$ cat config.mk
export PLATFORM = sky130hd
export DESIGN_NAME = tsm_ctrl
export DESIGN_NICKNAME = d
export VERILOG_FILES = /design/src/logic/tsm_pkg.sv /design/src/logic/tsm_ctrl.sv /design/src/logic/tsm_blocker.sv
export SDC_FILE = /design/constraint.sdc
export NUM_CORES = 1
export LEC_CHECK = 0
export ABC_AREA = 1
export BUFFER_PORTS_ARGS = -buffer_cell sky130_fd_sc_hd__clkbuf_2
export CAP_MARGIN = 10
export CORE_MARGIN = 2
export CORE_UTILIZATION = 64
export CTS_BUF_LIST = sky130_fd_sc_hd__clkbuf_4
export DETAILED_ROUTE_END_ITERATION = 7
export PLACE_DENSITY_LB_ADDON = 0.1
export SLEW_MARGIN = 20
export SYNTH_ARGS = -nofsm -noshare
export SYNTH_HDL_FRONTEND = slang
export SYNTH_SLANG_ARGS = --single-unit
export TNS_END_PERCENT = 30
$ cat constraint.sdc
create_clock -name mclk -period 16.5 [get_ports mclk]
set_input_delay 2.475 -clock mclk [delete_from_list [all_inputs] [get_ports mclk]]
set_output_delay 2.475 -clock mclk [all_outputs]
set_load 0.005 [all_outputs]
$ cat src/logic/tsm_pkg.sv
// Package of constants, register map and carrier types for the touch sleep / multi-touch control slice
//
// Contract
// - Pin status bit set with its enable at one drives the interrupt; pin n is bit n-1.
// - Pin status with enable zero never asserts the interrupt; pin 8 enable resets to zero.
// - Sleep mask selects sensors sampled in Sleep; resets to zero, nothing sampled.
// - Group sleep bit 7 samples the group in Sleep; gestures set status and interrupt.
// - Sleep mask bits 6..0 sample buttons 7..1 in Sleep; touch sets status and interrupt.
// - A cleared sleep mask bit stops sampling of that button or the group in Sleep.
// - Mask change in Sleep may lengthen the first cycle; later cycles return to normal.
// - Blocking enable bit 7 at zero accepts all simultaneous touches.
// - With blocking, accept up to the limit, block others until the valid ones release.
// - Button limit field bits 3:2 decodes 00..11 as 1, 2, 3, 4 touches.
// - Group limit field bits 1:0 decodes 00..11 as 2, 3, 4, 1 touches.
// - Multiple touch event only when count exceeds its own limit; buttons and group apart.
// - Multi-touch configuration reads 82h after reset.
package tsm_pkg;

	// ****************************************
	// Register map
	// ****************************************
	localparam logic [7:0] TSM_ADDR_PIN_IRQ_EN = 8'h28;
	localparam logic [7:0] TSM_ADDR_SLEEP_MASK = 8'h29;
	localparam logic [7:0] TSM_ADDR_MT_CFG = 8'h2A;

	localparam logic [7:0] TSM_RST_PIN_IRQ_EN = 8'h00;
	localparam logic [7:0] TSM_RST_SLEEP_MASK = 8'h00;
	localparam logic [7:0] TSM_RST_MT_CFG = 8'h82;
	localparam logic [7:0] TSM_UNMAPPED_DATA = 8'h00;

	// ****************************************
	// Field positions
	// ****************************************
	localparam int TSM_SLEEP_GROUP_BIT = 7;
	localparam int TSM_MT_BLK_BIT = 7;
	localparam int TSM_MT_BTN_LSB = 2;
	localparam int TSM_MT_GRP_LSB = 0;

	localparam int TSM_SENS_W = 7;
	localparam int TSM_PIN_W = 8;
	localparam int TSM_GEST_W = 3;
	localparam int TSM_CNT_W = 3;

	// ****************************************
	// Carrier types
	// ****************************************
	typedef struct packed {
		logic wr;
		logic rd;
		logic [7:0] addr;
		logic [7:0] wdata;
	} tsm_reg_req_s;

	typedef struct packed {
		logic [TSM_SENS_W-1:0] btn_touch;
		logic [TSM_SENS_W-1:0] grp_touch;
		logic [TSM_GEST_W-1:0] grp_gesture;
	} tsm_sense_s;

	typedef struct packed {
		logic [TSM_SENS_W-1:0] accepted;
		logic multi_event;
	} tsm_blk_s;

	typedef struct packed {
		logic [TSM_PIN_W-1:0] pin_irq_en;
		logic [7:0] sleep_mask;
		logic mt_blk_en;
		logic [1:0] mt_btn_code;
		logic [1:0] mt_grp_code;
		logic [7:0] rdata;
		logic irq;
		logic [TSM_SENS_W-1:0] btn_sample;
		logic grp_sample;
		logic [TSM_SENS_W-1:0] btn_prev;
		logic [TSM_SENS_W-1:0] btn_set;
		logic [TSM_GEST_W-1:0] grp_set;
		logic [7:0] settle_pend;
		logic settle;
	} tsm_top_s;

	// ****************************************
	// Decoders
	// ****************************************
	function automatic logic [TSM_CNT_W-1:0] tsm_btn_limit(input logic [1:0] code);
		tsm_btn_limit = {1'b0, code} + 3'h1;
	endfunction : tsm_btn_limit

	function automatic logic [TSM_CNT_W-1:0] tsm_grp_limit(input logic [1:0] code);
		case (code)
			2'h0: tsm_grp_limit = 3'h2;
			2'h1: tsm_grp_limit = 3'h3;
			2'h2: tsm_grp_limit = 3'h4;
			default: tsm_grp_limit = 3'h1;
		endcase
	endfunction : tsm_grp_limit

	function automatic logic [TSM_CNT_W-1:0] tsm_count(input logic [TSM_SENS_W-1:0] v);
		logic [TSM_CNT_W-1:0] n;
		n = 3'h0;
		for (int i = 0; i < TSM_SENS_W; i++)
		begin
			n = n + {2'h0, v[i]};
		end
		tsm_count = n;
	endfunction : tsm_count

endpackage : tsm_pkg

$ cat src/logic/tsm_ctrl.sv
// Top of the touch sleep-sampling, pin interrupt enable and multi-touch blocking slice
`timescale 1ns/100ps
module tsm_ctrl
(
	input wire logic mclk,
	input wire logic rst,
	input tsm_pkg::tsm_reg_req_s reg_req,
	output logic [7:0] reg_rdata,
	input wire logic [tsm_pkg::TSM_PIN_W-1:0] pin_status,
	input wire logic sleep_state,
	input wire logic meas_done,
	input tsm_pkg::tsm_sense_s sense,
	output logic irq,
	output logic [tsm_pkg::TSM_SENS_W-1:0] btn_sample_en,
	output logic grp_sample_en,
	output logic [tsm_pkg::TSM_SENS_W-1:0] btn_status_set,
	output logic [tsm_pkg::TSM_GEST_W-1:0] grp_status_set,
	output logic settle_extended,
	output logic [tsm_pkg::TSM_SENS_W-1:0] btn_accepted,
	output logic [tsm_pkg::TSM_SENS_W-1:0] grp_accepted,
	output logic btn_multi_event,
	output logic grp_multi_event
);
	import tsm_pkg::*;

	// ****************************************
	// State
	// ****************************************
	tsm_top_s st_q;
	tsm_top_s st_d;

	logic [TSM_CNT_W-1:0] btn_limit;
	logic [TSM_CNT_W-1:0] grp_limit;

	assign btn_limit = tsm_btn_limit(st_q.mt_btn_code);
	assign grp_limit = tsm_grp_limit(st_q.mt_grp_code);

	// ****************************************
	// Next state
	// ****************************************
	always_comb
	begin
		logic [7:0] new_mask;
		logic [7:0] rise;
		new_mask = st_q.sleep_mask;
		rise = '0;
		st_d = st_q;

		// Register writes
		if (reg_req.wr)
		begin
			case (reg_req.addr)
				TSM_ADDR_PIN_IRQ_EN: st_d.pin_irq_en = reg_req.wdata;
				TSM_ADDR_SLEEP_MASK:
				begin
					st_d.sleep_mask = reg_req.wdata;
					new_mask = reg_req.wdata;
				end
				TSM_ADDR_MT_CFG:
				begin
					// Bits 6..4 are not stored, so they cannot be written
					st_d.mt_blk_en = reg_req.wdata[TSM_MT_BLK_BIT];
					st_d.mt_btn_code = reg_req.wdata[TSM_MT_BTN_LSB +: 2];
					st_d.mt_grp_code = reg_req.wdata[TSM_MT_GRP_LSB +: 2];
				end
				default: ;
			endcase
		end

		// Register reads, answered one cycle later
		if (reg_req.rd)
		begin
			case (reg_req.addr)
				TSM_ADDR_PIN_IRQ_EN: st_d.rdata = st_q.pin_irq_en;
				TSM_ADDR_SLEEP_MASK: st_d.rdata = st_q.sleep_mask;
				TSM_ADDR_MT_CFG: st_d.rdata = {st_q.mt_blk_en, 3'h0, st_q.mt_btn_code, st_q.mt_grp_code};
				default: st_d.rdata = TSM_UNMAPPED_DATA;
			endcase
		end

		// Sleep sampling: outside Sleep every channel runs normally
		if (sleep_state)
		begin
			st_d.btn_sample = st_q.sleep_mask[TSM_SENS_W-1:0];
			st_d.grp_sample = st_q.sleep_mask[TSM_SLEEP_GROUP_BIT];
		end
		else
		begin
			st_d.btn_sample = '1;
			st_d.grp_sample = 1'b1;
		end

		// Sleep wake events only from channels that are being sampled
		st_d.btn_prev = sense.btn_touch;
		if (sleep_state)
		begin
			st_d.btn_set = sense.btn_touch & ~st_q.btn_prev & st_q.btn_sample;
			st_d.grp_set = sense.grp_gesture & {TSM_GEST_W{st_q.grp_sample}};
		end
		else
		begin
			st_d.btn_set = '0;
			st_d.grp_set = '0;
		end

		// Channels switched on during Sleep owe one longer conversion; the set wins over meas_done
		if (sleep_state)
		begin
			rise = new_mask & ~st_q.sleep_mask;
		end
		if (meas_done)
		begin
			st_d.settle_pend = rise;
		end
		else
		begin
			st_d.settle_pend = st_q.settle_pend | rise;
		end
		st_d.settle = |st_d.settle_pend;

		// Interrupt: enabled pin status plus sleep wake events
		st_d.irq = (|(pin_status & st_q.pin_irq_en)) | (|st_d.btn_set) | (|st_d.grp_set);
	end

	// ****************************************
	// Registers
	// ****************************************
	always_ff @(posedge mclk or posedge rst)
	begin
		if (rst)
		begin
			st_q <= '0;
			st_q.pin_irq_en <= TSM_RST_PIN_IRQ_EN;
			st_q.sleep_mask <= TSM_RST_SLEEP_MASK;
			st_q.mt_blk_en <= TSM_RST_MT_CFG[TSM_MT_BLK_BIT];
			st_q.mt_btn_code <= TSM_RST_MT_CFG[TSM_MT_BTN_LSB +: 2];
			st_q.mt_grp_code <= TSM_RST_MT_CFG[TSM_MT_GRP_LSB +: 2];
			st_q.btn_sample <= '1;
			st_q.grp_sample <= 1'b1;
		end
		else
		begin
			st_q <= st_d;
		end
	end

	// ****************************************
	// Multi-touch blocking, buttons and group each against own limit
	// ****************************************
	tsm_blocker u_btn_blk
	(
		.mclk(mclk),
		.rst(rst),
		.touch(sense.btn_touch),
		.blk_en(st_q.mt_blk_en),
		.limit(btn_limit),
		.accepted(btn_accepted),
		.multi_event(btn_multi_event)
	);

	tsm_blocker u_grp_blk
	(
		.mclk(mclk),
		.rst(rst),
		.touch(sense.grp_touch),
		.blk_en(st_q.mt_blk_en),
		.limit(grp_limit),
		.accepted(grp_accepted),
		.multi_event(grp_multi_event)
	);

	assign reg_rdata = st_q.rdata;
	assign irq = st_q.irq;
	assign btn_sample_en = st_q.btn_sample;
	assign grp_sample_en = st_q.grp_sample;
	assign btn_status_set = st_q.btn_set;
	assign grp_status_set = st_q.grp_set;
	assign settle_extended = st_q.settle;

endmodule : tsm_ctrl

$ cat src/logic/tsm_blocker.sv
// Multiple-touch blocker for one sensor set (buttons or group)
`timescale 1ns/100ps
module tsm_blocker
(
	input wire logic mclk,
	input wire logic rst,
	input wire logic [tsm_pkg::TSM_SENS_W-1:0] touch,
	input wire logic blk_en,
	input wire logic [tsm_pkg::TSM_CNT_W-1:0] limit,
	output logic [tsm_pkg::TSM_SENS_W-1:0] accepted,
	output logic multi_event
);
	import tsm_pkg::*;

	tsm_blk_s st_q;
	tsm_blk_s st_d;

	always_comb
	begin
		logic [TSM_SENS_W-1:0] keep;
		logic [TSM_CNT_W-1:0] n;
		keep = '0;
		n = '0;
		st_d = st_q;
		if (!blk_en)
		begin
			st_d.accepted = touch;
		end
		else
		begin
			// Held sensors stay valid; a new one gets in only while room remains
			keep = st_q.accepted & touch;
			n = tsm_count(keep);
			for (int i = 0; i < TSM_SENS_W; i++)
			begin
				if (touch[i] && !keep[i] && (n < limit))
				begin
					keep[i] = 1'b1;
					n = n + 3'h1;
				end
			end
			st_d.accepted = keep;
		end
		st_d.multi_event = (tsm_count(touch) > limit);
	end

	always_ff @(posedge mclk or posedge rst)
	begin
		if (rst)
		begin
			st_q <= '0;
		end
		else
		begin
			st_q <= st_d;
		end
	end

	assign accepted = st_q.accepted;
	assign multi_event = st_q.multi_event;

endmodule : tsm_blocker

# [Yosys cells after proc, flatten, opt, wreduce, memory -nomap -nowiden]
# Cells that the tools add are included.
[word_totals] elab_cells=185 input_bits=47 out_inout_bits=44 regBits=80
[classes] n_bitwise=12 n_reduce_logical=49 addsub=37 muxes=48 eq_ne=5 n_lt_le_gt_ge=16
[ops] operator="3-bit two-way mux" count=24
[ops] operator="3-bit by 1-bit adder with 3-bit output" count=20
[ops] operator="3-bit < comparator" count=14
[ops] operator="8-bit two-way mux" count=5
[ops] operator="3-bit by 1-bit adder with 3-bit output (second input constant)" count=12
[ops] operator="7-bit AND" count=4
[ops] operator="1-bit logical AND" count=28
[ops] operator="8-bit by 6-bit == test with 1-bit output (second input constant)" count=3
[ops] operator="8-bit one-hot mux with 3 select lines" count=1
[ops] operator="8-bit AND" count=2
[ops] operator="8-bit OR reduction" count=2
[ops] operator="1-bit zero test" count=14
[ops] operator="1-bit two-way mux" count=14
[ops] operator="7-bit two-way mux" count=2
[ops] operator="10-bit two-way mux" count=1
[ops] operator="3-bit one-hot mux with 3 select lines" count=1
[ops] operator="1-bit by 1-bit adder with 2-bit output" count=4
[ops] operator="8-bit inverter" count=1
[ops] operator="8-bit OR" count=1
[ops] operator="7-bit inverter" count=1
[ops] operator="7-bit OR reduction" count=1
[ops] operator="3-bit > comparator" count=2
[ops] operator="2-bit AND reduction" count=2
[ops] operator="2-bit by 1-bit adder with 3-bit output (second input constant)" count=1
[ops] operator="6 further kinds" count=7

# [Depth between registers and ports, before layout]
[depth] word_depth=35 ltp_mapped=63 mapped_depth_nobuf=63

# [Modules after synthesis]
# From an unflattened synthesis, not the netlist that was laid out.
[hier_totals] cells_unflattened=723 area_unflattened_um2=5923.2
[modules_own_cells] mod="tsm_ctrl" seq_area_each_um2=1614.0 area_per_inst_um2=2964.1 n_inst=1 cells_each=330
[modules_own_cells] mod="tsm_blocker at u_grp_blk" seq_area_each_um2=200.2 area_per_inst_um2=1491.4 n_inst=1 cells_each=195
[modules_own_cells] mod="tsm_blocker at u_btn_blk" seq_area_each_um2=200.2 area_per_inst_um2=1467.7 n_inst=1 cells_each=198

# [Least setup slack after synthesis]
# OpenSTA, ideal clock, no wires.
[synth_timing] kind="input-to-reg" start="input port sense[3] (netlist bit)" end="register u_grp_blk.st_q, in the netlist u_grp_blk.accepted[6]" arrival_time_ns=11.182 path_slack_ns=5.253 required_time_ns=16.434 setup_time_ns=0.066 path_buffers=0 cell_stages=46 cell_sequence="nand2_1 inv_1 ha_1 inv_1 fa_1 fa_1 inv_1 ha_1 fa_1 xnor2_1 inv_1 ha_1 a21oi_1 nand3_2 nor2_1 xor2_1 inv_1 ha_1 (+10 left out) ha_1 a21oi_1 nand4_1 xor2_1 inv_1 ha_1 a21oi_1 nand3_4 nor2_2 xor2_2 ha_1 a21oi_1 nand4_1 xnor2_1 ha_1 a2111oi_0 nand2_1 nand2_1"
[synth_rtl] element="start, declared" line_no="tsm_ctrl.sv:12" rtl="input tsm_pkg::tsm_sense_s sense,"
[synth_rtl] element="end signal, assigned" line_no="tsm_blocker.sv:55" rtl="st_q <= st_d;"
[synth_rtl] element="end, declared" line_no="tsm_blocker.sv:15" rtl="tsm_blk_s st_q;"

==> flow_summary.yaml <==
sta:
  setup_tns_ns: 0
  setup_viol: 0
  tightest_slew_ns: 0.960
  finalHoldViolCount: 0
  skew_ns: 0.0382
  holdWs_ns: 0.423
  finalMaxSlewViolations: 0
  maxSlewHeadroom: 0.354
  worst_slack_ns: 4.45
  period_share: 0.730
  finalWorstPathRequiredPeriod_ns: 12.05
  fmax_mhz: 83.0
  rsz0062_at_grt: "false"
placed_design:
  placedCellCount: 851
  place_congestion: 0.886
  dp_slack_ns: 4.03
  port_buffers: 90
  place_hpwl_mm: 10.2
setup_path:
  regToRegSetupSlack_ns: 6.13
  reg2regPathDepth: 46
  cp_num_buf_inv: 9
  r2r_end: "u_grp_blk.accepted[6]"
  critPathKind: "primary input to flop"
  slowest_delay_ns: 0.53
  regToRegStartpoint: "u_grp_blk.accepted[1]"
  cp-end-kind: "flop"
  worstPathMaxFanout: 5
  startpoint_type: "primary input"
  crit_top_cell: "ha_1"
  crit_required_ns: 16.87
  crit_family: "adder cells"
  cp.depth: 47
  cp.arrival_ns: 12.42
  cp_slowest_cell: "fa_1"
cts:
  clockBufferDepth: 2
  post-cts-setup-buffer-count: 0
  cts_tree: "done"
  clock-root-buffer: "clkbuf_4"
  cts_buffers: 9
  htreeDepth: 3
  cts_resized: 0
  ctsHoldBuffers: 0
  clkSlewWorstSetupHoldPaths_ns: 0.13
  clk_latency_ns: 0.45
  cts_sinks: 80
hold_path:
  hold_path.class: "flop to flop"
  hold_path_startpoint: "st_q[22]"
  min_to: "btn_status_set[3]"
  hold_path_depth: 1
routing:
  routedWlPerCell_um: 14.9
  drcViolationCount: 0
  dr.first_iter.drc_count: 246
  avgViaCountPerCell: 5.45
  wl_mm: 12.9
  dr.pass1.iters: 5
  vias: 4728
  ant_nets: 0
synthesis:
  yosys-top-cells-area: "dfrtp_1, ha_1, nand2_1"
  synth_cells: 688
  netlist.area_leader.share: 0.310
  yosysSeqAreaShare: 0.356
  syn-cell-area_um2: 5650
  synth.distinct_cells: 42
  async_reset_ff_frac: 1.00
  synth_ff_type: "dfrtp_1"
  yosysWarnings: 0
  avgSynthCellArea_um2: 8.21
  synth_edf_count: 0
  ys_seq_elements: 80
  synth_nets: 806
  yosys.area.top_type: "dfrtp_1"
cells_and_area:
  instances_no_fill: 867
  diodes: 0
  drive_gt1_frac: 0.199
  nets: 872
  syn_to_final_growth_pct: 8.35
  final_common_cell: "nand2_1"
  mostFrequentLayoutCells: "nand2_1, inv_1, clkbuf_2, dfrtp_1, ha_1"
grt:
  track_usage: 0.285
  grt_pass1_vias: 4837
  grt_max_degree: 81
  grt_pass1_wl_mm: 22.4
  grt.overflow.total: 0
  antenna_found_initial: 0
pwr:
  power.total_uw: 699
  p_leak_nw: 3.41
  ir_drop_v: 0.0000730
  p_per_area_nw_per_um2: 114
die:
  initial_core_util: 0.654
  core-area_um2: 8640
  dieArea_um2: 9600
  die-width_um: 98.0
  ios: 91
  fp.dieH_um: 98.0
  num_rows: 34
outcome:
  outcome: "finished clean"
run:
  cap_viol_max_count: 0
worst reg2reg max path: cells and delay by family (launching register included):
kind | cells | cell delay, ns
fa+ha+maj | 12 | 3.96
compound gates | 7 | 2.38
simple gates | 12 | 1.53
xor+xnor | 7 | 1.41
buf+inv | 8 | 0.58
flops | 1 | 0.46
logic make-up (layout without fill, tap and decap cells):
logic type	count (synthesis)	in the layout	share of synthesized area
AOI/OAI and AO/OA	87	87	0.0921
adders and majority gates	71	71	0.173
and+or+nand+nor	270	270	0.223
buffers and inverters	163	234	0.128
muxes	1	1	0.00199
xor gates and xnor gates	16	16	0.0261
DFF	80	80	0.356
Yosys cell counts, types with 2 or more instances:
| master | number |
|---|---|
| nor4_1 | 7 |
| ha_1 | 59 |
| o22ai_1 | 3 |
| dfstp_2 | 10 |
| xnor2_1 | 5 |
| clkbuf_1 | 7 |
| o2111ai_1 | 3 |
| nand2_1 | 158 |
| a21oi_1 | 22 |
| nand3_2 | 15 |
| a221oi_1 | 2 |
| nand2_2 | 12 |
| o21ai_0 | 36 |
| xor2_1 | 10 |
| nand4_1 | 18 |
| a31oi_1 | 6 |
| nand3_1 | 9 |
| a22o_1 | 2 |
| nor2_2 | 2 |
| inv_1 | 126 |
| fa_1 | 12 |
| a2111oi_0 | 2 |
| buf_4 | 25 |
| o32ai_1 | 8 |
| nor2_1 | 36 |
| dfrtp_1 | 70 |
| nor3_1 | 8 |
sequential cells by signal (all words and copies together), names as in the netlist:
signal                 count
u_grp_blk.accepted         7
btn_status_set             7
st_q                      36
grp_status_set             3
grp_sample_en              1
reg_rdata                  8
u_btn_blk.multi_event      1
btn_sample_en              7
u_grp_blk.multi_event      1
u_btn_blk.accepted         7
settle_extended            1
irq                        1
metal layers:
layer,vias to the layer above,routed length (um),global-route usage
met4,0,123,0.0502
met3,15,578,0.0515
met5,-,0,0
li1,2336,-,-
met1,2260,5630,0.385
met2,117,6550,0.492
final cells by class:
cell class	instances	area [um^2]
Inverter	127	478
Fill cell	711	2510
Tap cell	108	135
Clock inverter	6	42.5
Multi-Input combinational cell	445	2920
Clock buffer	10	75.1
Sequential cell	80	2010
Timing Repair Buffer	91	462
through the flow:
| step | area (um^2) | util |
|---|---|---|
| 2_1_floorplan | 5650 | - |
| 3_3_place_gp | 6000 | 0.695 |
| 3_5_place_dp | 6000 | 0.695 |
| 4_1_cts | 6120 | 0.709 |
| 5_1_grt | 6120 | 0.709 |
| 6_report | 6120 | 0.709 |
how the worst max path moves through the flow:
stage	from	end	slack, ns
after CTS	sense[3]	u_grp_blk.accepted[6]	4.46
after global routing	sense[10]	u_btn_blk.accepted[6]	3.59
after detailed placement	sense[3]	u_grp_blk.accepted[6]	4.03
final	sense[3]	u_grp_blk.accepted[6]	4.45
after floorplan	sense[3]	u_grp_blk.accepted[6]	5.25
after global placement	sense[3]	u_grp_blk.accepted[6]	4.42
power breakdown:
group	leakage [nW]	total [mW]	switching (mW)	internal, mW
Clock	0.0664	0.106	0.0722	0.0334
Sequential	1.02	0.215	0.00767	0.207
Combinational	2.32	0.379	0.237	0.142
(Power assumes the default switching activity.)
